**src/logic/gsr_consts.svh**
```systemverilog
// How it works
// - Activation status echoes the activation command: 0 reset, 1 activated.
// - Mode status echoes requested grasp mode: basic, pinch, wide, scissor.
// - Go-to status echoes the go-to command bit.
// - State field: 0 reset/release, 1 activating, 2 mode change, 3 ready.
// - Motion: 0 moving, 1 some fingers short, 2 all short, 3 all reached.
// - Each axis contact code: 0 moving, 1 opening stop, 2 closing stop, 3 arrived.
// - Contact stop holds until opposite request, more force, or go-to re-armed.
// - Fault 0 none; 5, 6, 7 flag actions before activation or mode done.
// - Minor faults 9, A, B light the fault LED steadily.
// - Major faults D, E, F blink the fault LED and need a reset.
// - Scissor interference reports A, then E once it outlasts the limit.
// - Major faults clear only by dropping activation; raising it again recalibrates.
// - Echo A returns finger A or common position request.
// - Echo bytes return requested positions for B, C and scissor.
// - Position bytes return each axis's measured position.
// - Current bytes return each axis's motor current count.
// - Bytes pair into 16-bit words from 0x07D0, lower byte in upper half.
// - Bank refreshes at 100 Hz; controller spaces commands 10 ms apart.
`ifndef GSR_CONSTS_SVH
`define GSR_CONSTS_SVH
`define GSR_NUM_BYTES     15
`define GSR_OFS_GRIP      4'h0
`define GSR_OFS_CONTACT   4'h1
`define GSR_OFS_FAULT     4'h2
`define GSR_OFS_ECHO_A    4'h3
`define GSR_OFS_POS_A     4'h4
`define GSR_OFS_LOAD_A    4'h5
`define GSR_AXIS_STRIDE   4'h3
`define GSR_ACT_BIT       0
`define GSR_MODE_LSB      1
`define GSR_GOTO_BIT      3
`define GSR_STATE_LSB     4
`define GSR_MOTION_LSB    6
`define GSR_WORD_BASE     16'h07D0
`define GSR_WORD_COUNT    16'h0008
`define GSR_CT_MOVING     2'h0
`define GSR_CT_STOP_OPEN  2'h1
`define GSR_CT_STOP_CLOSE 2'h2
`define GSR_CT_AT_TARGET  2'h3
`define GSR_MO_MOVING     2'h0
`define GSR_MO_SOME_SHORT 2'h1
`define GSR_MO_ALL_SHORT  2'h2
`define GSR_MO_REACHED    2'h3
`define GSR_F_NONE        4'h0
`define GSR_F_ACT_BUSY    4'h5
`define GSR_F_MODE_BUSY   4'h6
`define GSR_F_NO_ACT      4'h7
`define GSR_F_COMM        4'h9
`define GSR_F_INTERF      4'hA
`define GSR_F_RELEASING   4'hB
`define GSR_F_ACT_FAIL    4'hD
`define GSR_F_INTERF_LONG 4'hE
`define GSR_F_RELEASED    4'hF
`define GSR_F_MINOR_MIN   4'h9
`define GSR_F_MAJOR_MIN   4'hD
`define GSR_CLK_PERIOD_NS 10
`define GSR_REFRESH_NS    10000000
`define GSR_INTERF_MS     20000
`endif

```
**src/logic/gsr_pkg.sv**
```systemverilog
package gsr_pkg;
  typedef enum logic [2:0] {GS_RESET, GS_ACT, GS_MODE, GS_READY, GS_MAJOR} gsr_phase_t;

  typedef struct packed {
    gsr_phase_t       phase;
    logic [1:0]       mode_cur;
    logic [3:0]       major_code;
    logic [31:0]      interf_cnt;
    logic             goto_prev;
    logic [3:0][1:0]  contact;
    logic [3:0][7:0]  tgt_prev;
    logic [3:0][7:0]  stop_force;
    logic             rd_pend;
    logic             rd_err;
    logic             rd_valid;
  } gsr_state_t;
endpackage : gsr_pkg

```
**src/logic/gsr_tick_div.sv**
```systemverilog
`timescale 1ns/1ps
module gsr_tick_div #(
  parameter int unsigned DIV = 1000000
) (
  input  wire logic mclk_i,  // System clock
  input  wire logic rst_i,   // Synchronous reset
  output logic      tick_o   // One-cycle enable every DIV cycles
);
  typedef struct packed {
    logic [31:0] cnt;
    logic        tick;
  } gsr_div_t;

  gsr_div_t s_r;
  gsr_div_t s_nxt;

  always_comb begin
    s_nxt = s_r;
    s_nxt.tick = 1'b0;
    if (s_r.cnt == 32'(DIV - 1)) begin
      s_nxt.cnt = 32'h0;
      s_nxt.tick = 1'b1;
    end else begin
      s_nxt.cnt = s_r.cnt + 32'h1;
    end
  end

  always_ff @(posedge mclk_i) begin
    if (rst_i) begin
      s_r <= '0;
    end else begin
      s_r <= s_nxt;
    end
  end

  assign tick_o = s_r.tick;
endmodule : gsr_tick_div

```
**src/logic/gsr_status_mem.sv**
```systemverilog
`timescale 1ns/1ps
module gsr_status_mem #(
  parameter int unsigned DEPTH = 15
) (
  input  wire logic                   mclk_i,   // System clock
  input  wire logic                   rst_i,    // Synchronous reset
  input  wire logic                   load_i,   // Capture a full snapshot
  input  wire logic [DEPTH-1:0][7:0]  wdata_i,  // Snapshot bytes, index = byte
  input  wire logic                   rd_en_i,  // Fetch one word
  input  wire logic [2:0]             word_i,   // Word index
  output logic      [15:0]            rdata_o   // Registered word
);
  typedef struct packed {
    logic [DEPTH-1:0][7:0] mem;
    logic [15:0]           rdata;
  } gsr_mem_t;

  gsr_mem_t s_r;
  gsr_mem_t s_nxt;
  logic [DEPTH:0][7:0]   padded;

  // Odd byte count: the last word's low half reads zero
  assign padded = {8'h00, s_r.mem};

  always_comb begin
    s_nxt = s_r;
    if (load_i) begin
      s_nxt.mem = wdata_i;
    end
    if (rd_en_i) begin
      s_nxt.rdata = {padded[{word_i, 1'b0}], padded[{word_i, 1'b1}]};
    end
  end

  always_ff @(posedge mclk_i) begin
    if (rst_i) begin
      s_r <= '0;
    end else begin
      s_r <= s_nxt;
    end
  end

  assign rdata_o = s_r.rdata;
endmodule : gsr_status_mem

```
**src/logic/gsr_bank.sv**
```systemverilog
`timescale 1ns/1ps
`include "gsr_consts.svh"
module gsr_bank import gsr_pkg::*; #(
  parameter int unsigned REFRESH_CYCLES = `GSR_REFRESH_NS / `GSR_CLK_PERIOD_NS,
  parameter int unsigned INTERF_CYCLES  =
    32'(64'(`GSR_INTERF_MS) * 64'd1000000 / 64'(`GSR_CLK_PERIOD_NS))
) (
  input  wire logic             mclk_i,               // 100 MHz clock
  input  wire logic             rst_i,                // Synchronous reset
  input  wire logic             activation_command_i, // Commanded activation
  input  wire logic [1:0]       grasp_mode_command_i, // Requested grasp mode
  input  wire logic             goto_command_i,       // Commanded go-to
  input  wire logic             indiv_finger_i,       // Individual finger control
  input  wire logic             indiv_scissor_i,      // Individual scissor control
  input  wire logic [7:0]       target_cmd_a_i,       // Finger A / common request
  input  wire logic [7:0]       target_cmd_b_i,       // Finger B request
  input  wire logic [7:0]       target_cmd_c_i,       // Finger C request
  input  wire logic [7:0]       target_cmd_scissor_i, // Scissor request
  input  wire logic [3:0][7:0]  force_cmd_i,          // Force per axis A,B,C,S
  input  wire logic [3:0][7:0]  actual_pos_i,         // Measured position per axis
  input  wire logic [3:0][7:0]  motor_load_i,         // Current count per axis
  input  wire logic [3:0]       contact_det_i,        // Current limit hit per axis
  input  wire logic             calib_done_i,         // Activation motion finished
  input  wire logic             calib_fail_i,         // Activation motion failed
  input  wire logic             mode_done_i,          // Mode change finished
  input  wire logic             scissor_interf_i,     // Scissor blocked in mode change
  input  wire logic             autorel_active_i,     // Automatic release running
  input  wire logic             autorel_done_i,       // Automatic release finished
  input  wire logic             comm_ready_i,         // Comms chip ready
  input  wire logic             rd_req_i,             // Word read strobe
  input  wire logic [15:0]      rd_addr_i,            // Word address
  output logic      [15:0]      rd_data_o,            // Read word
  output logic                  rd_valid_o,           // Read answer pulse
  output logic                  rd_err_o,             // Address out of range
  output logic      [3:0]       axis_run_o,           // Axis may move
  output logic      [3:0][7:0]  axis_target_o,        // Effective target per axis
  output logic                  calib_run_o,          // Run activation motion
  output logic                  mode_run_o,           // Run mode change
  output logic                  fault_led_steady_o,   // Fault LED steady red
  output logic                  fault_led_blink_o     // Fault LED blinking red
);
  gsr_state_t s_r;
  gsr_state_t s_nxt;

  logic                    tick;
  logic [3:0][7:0]         tgt;
  logic [3:0][1:0]         contact_nxt;
  logic [3:0]              release_stop;
  logic                    goto_rise;
  logic                    armed;
  logic [3:0]              fault_code_w;
  logic [1:0]              state_field;
  logic [1:0]              motion;
  logic [1:0]              short_cnt;
  logic [`GSR_NUM_BYTES-1:0][7:0] snap;
  logic                    addr_ok;
  logic [15:0]             word_ofs;
  logic                    interf_over;

  gsr_tick_div #(
    .DIV (REFRESH_CYCLES)
  ) u_div (
    .mclk_i (mclk_i),
    .rst_i  (rst_i),
    .tick_o (tick)
  );

  // Fingers B and C follow the common request unless driven individually
  assign tgt[0] = target_cmd_a_i;
  assign tgt[1] = indiv_finger_i ? target_cmd_b_i : target_cmd_a_i;
  assign tgt[2] = indiv_finger_i ? target_cmd_c_i : target_cmd_a_i;
  assign tgt[3] = target_cmd_scissor_i;
  assign axis_target_o = tgt;

  assign goto_rise = goto_command_i & ~s_r.goto_prev;
  assign armed = goto_command_i & (s_r.phase == GS_READY);

  for (genvar i = 0; i < 4; i++) begin : g_axis
    logic closing;
    logic stopped;
    assign closing = tgt[i] > actual_pos_i[i];
    assign stopped = (s_r.contact[i] == `GSR_CT_STOP_OPEN) ||
                     (s_r.contact[i] == `GSR_CT_STOP_CLOSE);
    assign release_stop[i] = goto_rise ||
        (force_cmd_i[i] > s_r.stop_force[i]) ||
        ((tgt[i] != s_r.tgt_prev[i]) &&
         (closing != (s_r.contact[i] == `GSR_CT_STOP_CLOSE)));

    always_comb begin
      contact_nxt[i] = s_r.contact[i];
      if (stopped) begin
        if (release_stop[i]) begin
          contact_nxt[i] = `GSR_CT_MOVING;
        end
      end else if (armed) begin
        if (contact_det_i[i]) begin
          contact_nxt[i] = closing ? `GSR_CT_STOP_CLOSE : `GSR_CT_STOP_OPEN;
        end else if (actual_pos_i[i] == tgt[i]) begin
          contact_nxt[i] = `GSR_CT_AT_TARGET;
        end else begin
          contact_nxt[i] = `GSR_CT_MOVING;
        end
      end
    end

    assign axis_run_o[i] = armed && (s_r.contact[i] == `GSR_CT_MOVING);

  end

  assign interf_over = s_r.interf_cnt >= INTERF_CYCLES;

  always_comb begin
    s_nxt = s_r;
    s_nxt.goto_prev = goto_command_i;
    s_nxt.contact = contact_nxt;
    s_nxt.rd_valid = s_r.rd_pend;
    s_nxt.rd_pend = 1'b0;
    for (int k = 0; k < 4; k++) begin
      s_nxt.tgt_prev[k] = tgt[k];
      if (contact_nxt[k] != s_r.contact[k] && contact_nxt[k] != `GSR_CT_MOVING &&
          contact_nxt[k] != `GSR_CT_AT_TARGET) begin
        s_nxt.stop_force[k] = force_cmd_i[k];
      end
    end
    s_nxt.interf_cnt = (s_r.phase == GS_MODE && scissor_interf_i) ?
                       s_r.interf_cnt + 32'h1 : 32'h0;
    case (s_r.phase)
      GS_RESET: begin
        if (activation_command_i) begin
          s_nxt.phase = GS_ACT;
        end
      end
      GS_ACT: begin
        if (calib_fail_i) begin
          s_nxt.phase = GS_MAJOR;
          s_nxt.major_code = `GSR_F_ACT_FAIL;
        end else if (calib_done_i) begin
          s_nxt.phase = GS_READY;
          s_nxt.mode_cur = grasp_mode_command_i;
        end
      end
      GS_READY: begin
        if (!indiv_scissor_i && grasp_mode_command_i != s_r.mode_cur) begin
          s_nxt.phase = GS_MODE;
        end
      end
      GS_MODE: begin
        if (interf_over) begin
          s_nxt.phase = GS_MAJOR;
          s_nxt.major_code = `GSR_F_INTERF_LONG;
        end else if (mode_done_i) begin
          s_nxt.phase = GS_READY;
          s_nxt.mode_cur = grasp_mode_command_i;
        end
      end
      GS_MAJOR: begin
        s_nxt.phase = GS_MAJOR;
      end
      default: begin
        s_nxt.phase = GS_RESET;
      end
    endcase
    if (autorel_done_i && s_r.phase != GS_RESET && s_r.phase != GS_MAJOR) begin
      s_nxt.phase = GS_MAJOR;
      s_nxt.major_code = `GSR_F_RELEASED;
    end
    // Dropping activation is the only way out of a major fault
    if (!activation_command_i) begin
      s_nxt.phase = GS_RESET;
      s_nxt.major_code = `GSR_F_NONE;
    end
    if (rd_req_i) begin
      s_nxt.rd_pend = 1'b1;
      s_nxt.rd_err = !addr_ok;
    end
  end

  always_ff @(posedge mclk_i) begin
    if (rst_i) begin
      s_r <= '0;
    end else begin
      s_r <= s_nxt;
    end
  end

  // Majors outrank minors, minors outrank the action-refused codes
  always_comb begin
    fault_code_w = `GSR_F_NONE;
    if (s_r.phase == GS_MAJOR) begin
      fault_code_w = s_r.major_code;
    end else if (autorel_active_i) begin
      fault_code_w = `GSR_F_RELEASING;
    end else if (s_r.phase == GS_MODE && scissor_interf_i) begin
      fault_code_w = `GSR_F_INTERF;
    end else if (!comm_ready_i) begin
      fault_code_w = `GSR_F_COMM;
    end else if (goto_command_i && !activation_command_i) begin
      fault_code_w = `GSR_F_NO_ACT;
    end else if (goto_command_i && s_r.phase == GS_ACT) begin
      fault_code_w = `GSR_F_ACT_BUSY;
    end else if (goto_command_i && s_r.phase == GS_MODE) begin
      fault_code_w = `GSR_F_MODE_BUSY;
    end
  end

  assign fault_led_blink_o = fault_code_w >= `GSR_F_MAJOR_MIN;
  assign fault_led_steady_o = fault_code_w >= `GSR_F_MINOR_MIN &&
                              fault_code_w < `GSR_F_MAJOR_MIN;
  assign calib_run_o = s_r.phase == GS_ACT;
  assign mode_run_o = s_r.phase == GS_MODE;

  always_comb begin
    case (s_r.phase)
      GS_ACT:   state_field = 2'h1;
      GS_MODE:  state_field = 2'h2;
      GS_READY: state_field = autorel_active_i ? 2'h0 : 2'h3;
      default:  state_field = 2'h0;
    endcase
  end

  // Motion summary covers the three fingers; scissor has its own contact code
  always_comb begin
    short_cnt = 2'h0;
    for (int k = 0; k < 3; k++) begin
      if (s_r.contact[k] == `GSR_CT_STOP_OPEN || s_r.contact[k] == `GSR_CT_STOP_CLOSE) begin
        short_cnt = short_cnt + 2'h1;
      end
    end
    if (s_r.contact[0] == `GSR_CT_MOVING || s_r.contact[1] == `GSR_CT_MOVING ||
        s_r.contact[2] == `GSR_CT_MOVING) begin
      motion = `GSR_MO_MOVING;
    end else if (short_cnt == 2'h0) begin
      motion = `GSR_MO_REACHED;
    end else if (short_cnt == 2'h3) begin
      motion = `GSR_MO_ALL_SHORT;
    end else begin
      motion = `GSR_MO_SOME_SHORT;
    end
  end

  always_comb begin
    snap = '0;
    snap[`GSR_OFS_GRIP][`GSR_ACT_BIT] = activation_command_i;
    snap[`GSR_OFS_GRIP][`GSR_MODE_LSB +: 2] = grasp_mode_command_i;
    snap[`GSR_OFS_GRIP][`GSR_GOTO_BIT] = goto_command_i;
    snap[`GSR_OFS_GRIP][`GSR_STATE_LSB +: 2] = state_field;
    snap[`GSR_OFS_GRIP][`GSR_MOTION_LSB +: 2] = motion;
    snap[`GSR_OFS_CONTACT] = s_r.contact;
    snap[`GSR_OFS_FAULT] = {4'h0, fault_code_w};
    snap[`GSR_OFS_ECHO_A] = target_cmd_a_i;
    snap[`GSR_OFS_ECHO_A + `GSR_AXIS_STRIDE] = target_cmd_b_i;
    snap[`GSR_OFS_ECHO_A + 2 * `GSR_AXIS_STRIDE] = target_cmd_c_i;
    snap[`GSR_OFS_ECHO_A + 3 * `GSR_AXIS_STRIDE] = target_cmd_scissor_i;
    for (int k = 0; k < 4; k++) begin
      snap[4'(`GSR_OFS_POS_A + k * `GSR_AXIS_STRIDE)] = actual_pos_i[k];
      snap[4'(`GSR_OFS_LOAD_A + k * `GSR_AXIS_STRIDE)] = motor_load_i[k];
    end
  end

  assign word_ofs = rd_addr_i - `GSR_WORD_BASE;
  assign addr_ok = rd_addr_i >= `GSR_WORD_BASE && word_ofs < `GSR_WORD_COUNT;

  logic [15:0] mem_word;

  // Readers see the last 10 ms snapshot, never a half-updated set
  gsr_status_mem #(
    .DEPTH (`GSR_NUM_BYTES)
  ) u_mem (
    .mclk_i  (mclk_i),
    .rst_i   (rst_i),
    .load_i  (tick),
    .wdata_i (snap),
    .rd_en_i (rd_req_i && addr_ok),
    .word_i  (word_ofs[2:0]),
    .rdata_o (mem_word)
  );

  assign rd_valid_o = s_r.rd_valid;
  assign rd_err_o = s_r.rd_valid && s_r.rd_err;
  assign rd_data_o = (s_r.rd_valid && !s_r.rd_err) ? mem_word : 16'h0000;
endmodule : gsr_bank

```
**config.mk**
```make
export PLATFORM = sky130hd
export DESIGN_NAME = gsr_bank
export DESIGN_NICKNAME = d
export VERILOG_FILES = /design/src/logic/gsr_pkg.sv /design/src/logic/gsr_tick_div.sv /design/src/logic/gsr_status_mem.sv /design/src/logic/gsr_bank.sv
export VERILOG_INCLUDE_DIRS = /design/src /design/src/logic
export SDC_FILE = /design/constraint.sdc
export NUM_CORES = 1
export LEC_CHECK = 0
export ABC_AREA = 1
export BUFFER_PORTS_ARGS = -buffer_cell sky130_fd_sc_hd__buf_4
export CAP_MARGIN = 40
export CORE_AREA = 2 2 162 164
export CTS_CLUSTER_DIAMETER = 150
export DETAILED_ROUTE_END_ITERATION = 12
export DIE_AREA = 0 0 164 166
export PLACE_DENSITY = 0.84
export SLEW_MARGIN = 10
export SYNTH_ARGS = -nofsm -noshare
export SYNTH_HDL_FRONTEND = slang
export SYNTH_SLANG_ARGS = --single-unit
```
**constraint.sdc**
```tcl
create_clock -name mclk_i -period 4.5 [get_ports mclk_i]
set_input_delay 0.225 -clock mclk_i [delete_from_list [all_inputs] [get_ports mclk_i]]
set_output_delay 0.225 -clock mclk_i [all_outputs]
set_load 0.05 [all_outputs]
```
# [Word level (Yosys, flattened, before mapping)]
# Cells that the tools add are included.
[totals] register_bits=282 input_bits=164 output_inout_bits=58 wordCells=241
[classes] n_addsub=5 magnitude_cmp=16 eq_ne=48 muxes=61 bitwise_logic=5 n_reduce_logical=67
[op_table] operator="$mux W2" count=33
[op_table] operator="$add A32 B1 Y32 const B" count=2
[op_table] operator="$gt A8 B8 Y1" count=8
[op_table] operator="$bmux W8 S3" count=2
[op_table] operator="$eq A32 B20 Y1 const B" count=1
[op_table] operator="$eq A8 B8 Y1" count=4
[op_table] operator="$ge A32 B31 Y1 const B" count=1
[op_table] operator="$mux W8" count=4
[op_table] operator="$ne A8 B8 Y1" count=4
[op_table] operator="$logic_and A1 B1 Y1" count=28
[op_table] operator="$mux W4" count=7
[op_table] operator="$mux W3" count=7
[op_table] operator="$ge A16 B11 Y1 const B" count=1
[op_table] operator="$lt A16 B4 Y1 const B" count=1
[op_table] operator="$mux W16" count=1
[op_table] operator="$ne A2 B2 Y1 const B" count=8
[op_table] operator="$sub A16 B11 Y16 const B" count=1
[op_table] operator="$pmux W3 S5" count=1
[op_table] operator="$logic_or A1 B1 Y1" count=14
[op_table] operator="$pmux W6 S2" count=1
[op_table] operator="$eq A2 B2 Y1 const B" count=5
[op_table] operator="$logic_not A2 Y1" count=5
[op_table] operator="$lt A4 B5 Y1 const B" count=2
[op_table] operator="$mux W5" count=2
[op_table] operator="27 further kinds" count=59

# [Depth between registers and ports, before layout]
# Gate-level depths: netlist (run 1).
[depth] depth_word=11 depth_mapped=25

# [Hierarchy]
# Synthesis (run 1) repeated with hierarchy kept, for this count alone.
[hier_totals] hier_cells=2452 area_unflattened_um2=16305.6
[by_module_without_submodules] mod="gsr_bank" instances=1 cells_per_inst=1276 area_per_inst_um2=8359.3
[by_module_without_submodules] mod="gsr_status_mem" instances=1 cells_per_inst=841 area_per_inst_um2=5953.2
[by_module_without_submodules] mod="gsr_tick_div" instances=1 cells_per_inst=335 area_per_inst_um2=1993.2

# [Worst setup path after synthesis (run 1)]
# Ideal clock, no wire load.
[synth_timing] path_kind="register to output" startpoint="register s_r[115] (netlist name)" endpoint="output fault_led_steady_o" t_arrival_ns=3.616 required_time_ns=4.275 path_slack_ns=0.659 stages_incl_launch_ff=8 n_path_buf=0 path_cell_list="dfxtp_1 -> inv_1 -> nor3_1 -> inv_1 -> a211oi_1 -> o22ai_1 -> a21oi_1 -> nor2_1"
[synth_between] elab_chain_len=11 elab_cells_between_ends=16 cone_classes="order compare: 2; eq/ne: 3; mux: 7; reduce/logical: 4"
[synth_lines] element="start: declaration" line="gsr_bank.sv:42" source="gsr_state_t s_r;"
[synth_lines] element="start signal: assignment" line="gsr_bank.sv:182" source="s_r <= s_nxt;"
[synth_lines] element="$eq A3 B2 Y1 (*)"
[synth_lines] element="named net mode_run_o" line="gsr_bank.sv:38" source="output logic mode_run_o,"
[synth_lines] element="$logic_and A1 B1 Y1" line="gsr_bank.sv:201" source="end else if (goto_command_i && s_r.phase == GS_MODE) begin"
[synth_lines] element="$mux W3" line="gsr_bank.sv:201"
[synth_lines] element="$mux W3" line="gsr_bank.sv:199" source="end else if (goto_command_i && s_r.phase == GS_ACT) begin"
[synth_lines] element="$mux W3" line="gsr_bank.sv:197" source="end else if (goto_command_i && !activation_command_i) begin"
[synth_lines] element="$mux W4" line="gsr_bank.sv:195" source="end else if (!comm_ready_i) begin"
[synth_lines] element="$mux W4 (*)" line="gsr_bank.sv:193" source="end else if (s_r.phase == GS_MODE && scissor_interf_i) begin"
[synth_lines] element="$mux W4 (*)" line="gsr_bank.sv:191" source="end else if (autorel_active_i) begin"
[synth_lines] element="$mux W4 (*)" line="gsr_bank.sv:189" source="if (s_r.phase == GS_MAJOR) begin"
[synth_lines] element="$ge A4 B4 Y1 (no source line) or $lt A4 B4 Y1 (tied branches)"
[synth_lines] element="$logic_and A1 B1 Y1 (no source line) (*)"
[synth_lines] element="end: declaration" line="gsr_bank.sv:39" source="output logic fault_led_steady_o,"
# The timed path passes the listed nets; every way through them passes the cells marked *.

# [Worst setup path in the final report (run 1)]
[layout_timing] startpoint="register s_r[115] (netlist name)" endpoint="output fault_led_steady_o"
[layout_between] elab_chain_len=11 elab_cells_between_ends=16 cone_classes="order compare: 2; eq/ne: 3; mux: 7; reduce/logical: 4"
[layout_lines] element="$eq A3 B2 Y1" line="gsr_bank.sv:193, gsr_bank.sv:201"
[layout_lines] element="$logic_and A1 B1 Y1" line="gsr_bank.sv:201"
[layout_lines] element="$mux W3" line="gsr_bank.sv:201"
[layout_lines] element="$mux W3" line="gsr_bank.sv:199"
[layout_lines] element="$mux W3" line="gsr_bank.sv:197"
[layout_lines] element="$mux W4" line="gsr_bank.sv:195"
[layout_lines] element="$mux W4" line="gsr_bank.sv:193"
[layout_lines] element="$mux W4" line="gsr_bank.sv:191"
[layout_lines] element="$mux W4 (*)" line="gsr_bank.sv:189"
[layout_lines] element="$ge A4 B4 Y1 (no source line) or $lt A4 B4 Y1 (tied branches)"
[layout_lines] element="$logic_and A1 B1 Y1 (no source line) (*)"
# Mark *: on every way between the ends. The rest lies on a longest branch, timed or not.

==> summary.txt, run 1 <==
Status
  • Status: finished, final reports clean

GRT
  • Initial antenna violation count: 1
  • Largest net degree at the start of global routing: 162
  • Overflow after GRT: 0
  • Vias in the first global route: 14.4k
  • First-pass GRT wire length: 69000 µm
  • Global-route usage over all layers: 31.3%

Critical path
  • Crit path top cell by count: inv_1
  • Slowest cell on crit path: nor3_1
  • Crit path cell chain: inv_1 -> nor3_1 -> inv_1 -> a211oi_1 -> o22ai_1 -> a21oi_1 -> nor2_1 -> buf_4
  • Reg2reg end: s_r[30]$_SDFFE_PP0P_
  • FF-to-FF Start: s_r[115]$_SDFFE_PP0P_
  • Startpoint types: flop
  • Setup crit end kind: output port
  • Crit path kind: reg2out
  • Critical path peak fanout: 5
  • Crit-path leading delay family: compound AO/OA/AOI/OAI gates
  • Buf/Inv on CP: 3
  • Critical path required time: 4280 ps
  • Crit path DAT: 2730 ps
  • Critical Path Max Stage Delay: around 460 ps
  • FF-to-FF path depth: 12
  • Reg-to-reg setup timing slack: 2090 ps

Detailed routing
  • Vias: 15.3k
  • Post-route ant nets: 0
  • Post-route DRC: 0
  • Routed Wire Length: 44400 µm
  • Routed wire per std cell: ~16 µm
  • Pre-antenna DRT Iters: 6
  • DRT iter0 DRCs: 1374
  • Vias per cell: 5.49

STA
  • Tcrit/Tclk final: 65.6%
  • Setup-failing EPs final: 0
  • Setup TNS: 0 ps
  • RSZ-0062 raised after global routing: no
  • Final hold vios: 0
  • Worst slew margin: 47.5%
  • Worst slew pin tran: 787 ps
  • Skew final: around 24 ps
  • Fin worst setup slack: approximately 1500 ps
  • Min cycle time layout: around 3000 ps
  • Max-slew violation count: 0
  • Fmax: 339 MHz

Final layout
  • Final Instance Area: 18700 µm²
  • Synth-to-layout area growth: 23.7%
  • Sequential cell area: 5630 µm²
  • Proportion of layout cells with a drive suffix above 1: between 10% and 20%
  • Nets@finish: 2662
  • Cell Count, Final, Fillers Out: 2779
  • Fillcell total: 1927
  • Area of the multi-input gates: 7690 µm²

Power
  • Leakage: 8.40 nW
  • Power Dens Cells: between 300 and 400 nW/µm²
  • VDD IR max: 308 µV

Placed design
  • HPWL after detailed placement: 31300 µm
  • RD Place Congestion: 0.893
  • Pre-CTS WS: ~1900 ps
  • Placed Area: 16700 µm²
  • IO Port Bufs: 221
  • DP Cell Count: 2626

Worst hold path
  • Hold/Removal Path Class: in2reg
  • Hold Path Cell Cnt: 3
  • WHS Endpoint: s_r[36]$_SDFF_PP0_
  • Hold path start: target_cmd_a_i[1]

Synth
  • Most common flop cell mapped by yosys: dfxtp_1
  • Top cell type's share of synthesized area: 37.2%
  • Number of synthesized flops with an enable pin: 0
  • Mapped cell area: 15100 µm²
  • Cells after Synth: roughly 2.2k
  • Dominant cells by area after synthesis: dfxtp_1 37%, nand2_1 8.8%, nor2_1 7.9%
  • Flip-flop and latch count after synthesis: 281
  • Cell taking the most area after synthesis: dfxtp_1
  • Syn Area/Cell: 6.94 µm²
  • Synth Warn #: 0
  • Most frequent cells after synthesis: 354 x nand2_1, 316 x nor2_1, 296 x inv_1
  • Synth cell types: 52
  • Top-count cell post-synth: nand2_1
  • Async SR Flop Fraction: 0%
  • Sequential cell area fraction in the yosys report: 37.2%
  • Syn_nets: 2419

Floorplan
  • IO Pins: 222
  • Initial core utilization: roughly 59%
  • Die Area: 27200 µm²
  • Die Y: 166 µm
  • Core area: 25600 µm²
  • FP Rows: 59
  • Die width: 164 µm

Clocking
  • CTS root buffer: clkbuf_16
  • Clock transition at path regs: 70 ps
  • Sink Count: approximately 280
  • Clk_lat worst skew: 560 ps
  • Num CTS Buffers: 29
  • H-tree depth: 1
  • Post-CTS setup buffers: 0
  • TritonCTS clock tree: done
  • Clk buf depth: 3

Run
  • Number of max-cap violations: 0
## layer usage
metal / up-vias / global-route usage (%) / share of wire (%)
li1: 7486 / - / -
met1: 7007 / 39.2 / 41
met2: 638 / 53.7 / 47
met3: 126 / 5.22 / 7.9
met4: 0 / 11.9 / 4.1
met5: - / 0 / 0
## worst max path at each step
stage | cells past startpoint | slack, ps | to | from
3_3_place_gp | 20 | 2070 | s_r[11]$_SDFFE_PP0P_ | indiv_finger_i
2_1_floorplan | 7 | 660 | fault_led_steady_o | s_r[115]$_SDFFE_PP0P_
6_report | 8 | 1550 | fault_led_steady_o | s_r[115]$_SDFFE_PP0P_
3_5_place_dp | 16 | 1940 | s_r[26]$_SDFFE_PP0P_ | indiv_finger_i
4_1_cts | 8 | 1610 | fault_led_steady_o | s_r[115]$_SDFFE_PP0P_
5_1_grt | 8 | 1420 | fault_led_steady_o | s_r[115]$_SDFFE_PP0P_
## cell usage in the layout (no fill, tap or decap), drive strengths merged, types with 2 or more instances in the layout
cell type / count
bufinv: 4
nand3b: 5
buf: 229
o21a: 17
a21oi: 187
nor3b: 11
nor4b: 2
nor3: 34
nor2: 327
a211oi: 13
a31oi: 4
o2bb2ai: 7
clkinv: 14
nor4: 9
clkinvlp: 3
nand4: 31
o21bai: 3
xnor2: 9
a41oi: 10
dlygate4sd3: 98
o21ai: 200
o211ai: 8
dfxtp: 281
nand2: 379
ha: 78
o22ai: 5
inv: 314
or2: 12
nand3: 90
xor2: 22
clkbuf: 32
## layout make-up
cell class | count | share of cell area (%)
multi-input combinational | 1468 | 41.1
sequential | 281 | 30.1
timing repair buffer | 327 | 14.7
inverter | 313 | 6.32
clock buffer | 32 | 4.16
tap | 335 | 2.24
clock inverter | 22 | 1.29
antenna | 1 | 0.0134
## tightest hold or removal path, stage by stage
cell and delay, ps:
buf_4 150, inv_1 100, nor2_1 50
## flip-flops by register name, summed over array words and instances (netlist names)
register	flops
u_div.s_r	32
s_r	114
rd_valid_o	1
u_div.tick_o	1
u_mem.rdata_o	16
s_nxt	1
u_mem.padded	116
## per-stage QoR
| step | hold slack, ps | utilization (%) | power (mW) |
|---|---|---|---|
| 4_1_cts | 0.0654 | 72.9 | 5.81 |
| 2_1_floorplan | 350 | - | 3.00 |
| 6_report | 7.78 | 72.9 | 5.81 |
| 5_1_grt | 5.60 | 72.9 | 6.00 |
| 3_3_place_gp | 390 | 64.9 | 3.22 |
| 3_5_place_dp | 395 | 65.1 | 3.24 |
## report_power, final
group | total [mW] | internal, mW | switching, mW
Combinational | 0.746 | 0.305 | 0.441
Sequential | 2.53 | 2.51 | 0.0154
Clock | 2.54 | 1.49 | 1.05
Total | 5.81 | 4.31 | 1.51
## repair_timing
| action | 4_1_cts | 5_1_grt |
|---|---|---|
| endpoints found under the hold margin | 107 | 0 |
| hold buffers | 98 | 0 |
| resized for setup | 0 | 0 |
## logic make-up (layout without fill, tap and decap cells)
group                    count (synthesis)  in the layout  share of synthesized area (%)
flip-flops                             281            281                           37.2
AND/OR/NAND/NOR                        903            903                           26.2
other                                    0              1                              0
buffers and inverters                  428            694                           11.9
AO/OA/AOI/OAI                          456            456                           16.4
adder cells (fa/ha/maj)                 78             78                           6.46
XOR/XNOR                                31             31                           1.85
(Power assumes the default switching activity.)
==> run 2, diff against run 1 <==
--- a/config.mk
+++ b/config.mk
@@ -6,14 +6,14 @@
 export SDC_FILE = /design/constraint.sdc
 export NUM_CORES = 1
 export LEC_CHECK = 0
-export ABC_AREA = 1
+export ABC_AREA = 0
 export BUFFER_PORTS_ARGS = -buffer_cell sky130_fd_sc_hd__buf_4
 export CAP_MARGIN = 40
-export CORE_AREA = 2 2 162 164
+export CORE_AREA = 2 2 171 173
 export CTS_CLUSTER_DIAMETER = 150
 export DETAILED_ROUTE_END_ITERATION = 12
-export DIE_AREA = 0 0 164 166
-export PLACE_DENSITY = 0.84
+export DIE_AREA = 0 0 173 175
+export PLACE_DENSITY = 0.78
 export SLEW_MARGIN = 10
 export SYNTH_ARGS = -nofsm -noshare
 export SYNTH_HDL_FRONTEND = slang
==> constraint.sdc (replaced) <==
create_clock -name mclk_i -period 2.7 [get_ports mclk_i]
set_input_delay 0.135 -clock mclk_i [delete_from_list [all_inputs] [get_ports mclk_i]]
set_output_delay 0.135 -clock mclk_i [all_outputs]
set_load 0.05 [all_outputs]
==> run 2 against run 1 <==
Register-to-register slack got worse by 1800 ps. Clock skew fell by 16 ps. Synthesized area fell by 3.8%. Critical path type is now in2reg.
==> summary.txt, run 2 <==
STA
  • Min cycle time layout: 2530 ps
  • Max-slew violation count: 0 (unchanged)
  • Skew final: 7.46 ps (-16.3 ps)
  • Fmax: 395 MHz
  • Final hold vios: 0 (unchanged)
  • Hold slack: 17.9 ps (+10.1 ps)
  • Worst slew pin tran: 896 ps (+109 ps)
  • Fin worst setup slack: 165 ps (-1380 ps)
  • RSZ-0062 raised after global routing: no
  • Worst slew margin: 40.1% (-7.4 points)
  • Setup-failing EPs final: 0 (unchanged)
  • Tcrit/Tclk final: 93.9%

GRT
  • Vias in the first global route: 13.4k (-7.1%)
  • Initial antenna violation count: 0 (-1)
  • Largest net degree at the start of global routing: 115 (-29%)
  • Overflow after GRT: 0 (unchanged)
  • First-pass GRT wire length: 69500 µm (+0.71%)
  • Global-route usage over all layers: 28.5% (-2.8 points)

Clocking
  • Post-CTS setup buffers: 0 (unchanged)
  • Clock transition at path regs: 60 ps (about the same)
  • Clk buf depth: 3 (unchanged)
  • Num CTS Buffers: 31 (+6.9%)
  • H-tree depth: 1 (unchanged)
  • Sink Count: 281 (unchanged)
  • CTS root buffer: clkbuf_16
  • Clk_lat worst skew: 550 ps (about the same)
  • TritonCTS clock tree: done

Synth
  • Cells after Synth: 1621 (-26%)
  • Number of synthesized flops with an enable pin: 0 (unchanged)
  • Synth cell types: 69 (+33%)
  • Async SR Flop Fraction: 0% (unchanged)
  • Cell taking the most area after synthesis: dfxtp_1
  • Synth Warn #: 0 (unchanged)
  • Syn Area/Cell: 8.97 µm² (+29%)
  • Mapped cell area: 14500 µm² (-3.8%)
  • Top cell type's share of synthesized area: 38.7% (+1.5 points)
  • Most common flop cell mapped by yosys: dfxtp_1
  • Sequential cell area fraction in the yosys report: 38.7% (+1.5 points)
  • Most frequent cells after synthesis: 281 x dfxtp_1, 259 x nor2_1, 183 x mux2i_1
  • Flip-flop and latch count after synthesis: 281 (unchanged)
  • Syn_nets: 1863 (-23%)
  • Top-count cell post-synth: dfxtp_1
  • Dominant cells by area after synthesis: dfxtp_1 39%, mux2i_1 13%, ha_1 6.7%

Power
  • Power Total: 9.86 mW (+70%)
  • Clock share of power: 44.8% (+1.1 points)
  • Comb pwr share: 12.5% (-0.3 points)
  • Internal power: 7.42 mW (+72%)
  • Sequential Power Share: 42.7% (-0.8 points)
  • NetSw: 2.44 mW (+62%)
  • Sw frac: 24.7% (-1.2 points)
  • Leakage: 8.02 nW (-4.5%)
  • Power Dens Cells: 511 nW/µm² (+64%)
  • VDD IR max: 426 µV (+38%)

Status
  • Status: finished, final reports clean

Critical path
  • Setup crit end kind: flop
  • Crit path DAT: 3010 ps (+280 ps)
  • Reg-to-reg setup timing slack: 240 ps (-1850 ps)
  • Critical path peak fanout: 8 (+3)
  • Setup crit end: s_r[11]$_SDFFE_PP0P_
  • FF-to-FF path depth: 7 (-5)
  • Crit path from: target_cmd_b_i[5]
  • Crit path kind: in2reg
  • Startpoint types: primary input
  • Reg2reg end: s_r[108]$_SDFFE_PP0P_
  • Critical path required time: 3180 ps (-1100 ps)
  • FF-to-FF Start: s_r[99]$_SDFF_PP0_

Worst hold path
  • Hold/Removal Path Class: in2reg
  • Hold Path Cell Cnt: 5 (+2)

Final layout
  • Most frequent cells in the layout: 278 x dfxtp_1, 259 x nor2_1, 256 x buf_4, 183 x mux2i_1, 178 x dlygate4sd3_1
  • Fillcell total: 2114 (+9.7%)
  • Most common cell after layout, fill and taps aside: dfxtp_1
  • Proportion of layout cells with a drive suffix above 1: 17.6% (+2.7 points)
  • Synth-to-layout area growth: 32.9%
  • Final Instance Area: 19300 µm² (+3.3%)
  • Max reg flops: 116 (unchanged)
  • Nets@finish: 2226 (-16%)
  • Final core utilization: 68.0% (-4.9 points)

Placed design
  • Placed Area: 16500 µm² (-1.4%)
  • IO Port Bufs: 221 (unchanged)
  • Pre-CTS WS: -8.13 ps (-1950 ps)
  • HPWL after detailed placement: 28300 µm (-9.4%)
  • RD Place Congestion: 0.940 (+5.3%)

Run
  • Number of max-cap violations: 0 (unchanged)

Floorplan
  • Die Area: 30300 µm² (+11%)
  • Core area: 28400 µm² (+11%)
  • Die Y: 175 µm (+5.4%)
  • IO Pins: 222 (unchanged)
  • Initial core utilization: 51.2% (-7.8 points)
  • FP Rows: 62 (+5.1%)
  • Die width: 173 µm (+5.5%)

Detailed routing
  • Post-route ant nets: 0 (unchanged)
  • Routed wire per std cell: 18.5 µm (+16%)
  • Routed Wire Length: 44300 µm (-0.25%)
  • Pre-antenna DRT Iters: 5 (-1)
  • Post-route DRC: 0 (unchanged)
  • DRT iter0 DRCs: 886 (-36%)
  • Vias per cell: 5.51 (+0.41%)
  • Vias: 13.2k (-14%)
==> run 2: cell types whose count changed after synthesis, moves of 21 or more <==
cell / change
nor2_1: -57
inv_1: -186
nand3_1: -51
nand2_2: -21
nand2_1: -252
o21ai_0: -151
clkbuf_1: -28
xor2_1: +48
nor2b_1: +31
mux2i_1: +183
and2_1: +22
a21oi_1: -130
==> run 2: how the worst min path moves through the flow <==
| stage | startpoint | endpoint | slack [ps] |
|---|---|---|---|
| CTS | contact_det_i[0] | s_r[67]$_SDFF_PP0_ | 0.5 |
| global route | contact_det_i[0] | s_r[67]$_SDFF_PP0_ | 40 |
| finish | contact_det_i[0] | s_r[67]$_SDFF_PP0_ | 20 |
| global placement | motor_load_i[25] | u_mem.padded[113]$_SDFFE_PP0P_ | 370 |
| floorplan | rd_req_i | s_nxt[0]$_SDFF_PP0_ | 260 |
| detailed placement | motor_load_i[21] | u_mem.padded[93]$_SDFFE_PP0P_ | 380 |
==> run 2: per-layer routing <==
| metal | vias to the layer above | part of all wire (%) | global-route usage, % |
|---|---|---|---|
| met1 | 6235 | 39 | 33.2 |
| met5 | - | 0 | 0 |
| met3 | 162 | 6.1 | 4.42 |
| met2 | 533 | 48 | 49.8 |
| li1 | 6251 | - | - |
| met4 | 0 | 6.3 | 16.6 |
==> run 2: cells by family (layout without fill, tap and decap cells) <==
logic type               after synthesis  in the layout  share of synthesized area (%)
AND/OR/NAND/NOR                      567            567                           18.8
buffers and inverters                217            602                           6.69
other                                  0              1                              0
adder cells (fa/ha/maj)               78             78                           6.72
multiplexers                         203            203                           15.7
AO/OA/AOI/OAI                        185            185                           7.93
flip-flops                           281            281                           38.7
XOR/XNOR                              90             90                           5.42
==> run 2: cell type report <==
type	count	area, µm²	share of cell area, %
Clock inverter	14	178	0.920
Tap cell	384	480	2.49
Clock buffer	41	883	4.57
Antenna cell	1	2.50	0.0130
Multi-Input combinational cell	1123	7970	41.3
Timing Repair Buffer	437	3750	19.4
Inverter	110	413	2.14
Sequential cell	281	5630	29.2
==> run 2: power groups by stage <==
stage / logic (mW) / clock network (mW) / registers (mW)
after detailed placement: 1.02 / 0 / 4.30
after global routing: 1.31 / 4.63 / 4.21
after CTS: 1.20 / 4.44 / 4.21
after global placement: 0.999 / 0 / 4.30
final: 1.23 / 4.41 / 4.21
after floorplan: 0.603 / 0 / 4.30
==> run 2: worst max-delay path: stages <==
cell and delay [ps]:
dlygate4sd3_1 590, buf_4 160, mux2i_1 160, inv_1 90
ha_1 300, a211o_1 260, a21oi_1 230, o21bai_1 130
a2bb2oi_2 220, a2111oi_2 80, nor3b_1 220, buf_4 230
mux2i_1 200
==> run 2: metrics by stage <==
stage	TNS, ps	instances
after floorplan	-8.43	1621
after global placement	0	2157
after detailed placement	-10.4	2157
after CTS	0	2390
after global routing	0	2390
final	0	2391
==> run 2: what timing repair did <==
action / CTS / global route
hold buffers: 178 / 0
hold endpoints to repair: 165 / 0
setup endpoints to repair: 0 / 10
resized for setup: 0 / 4
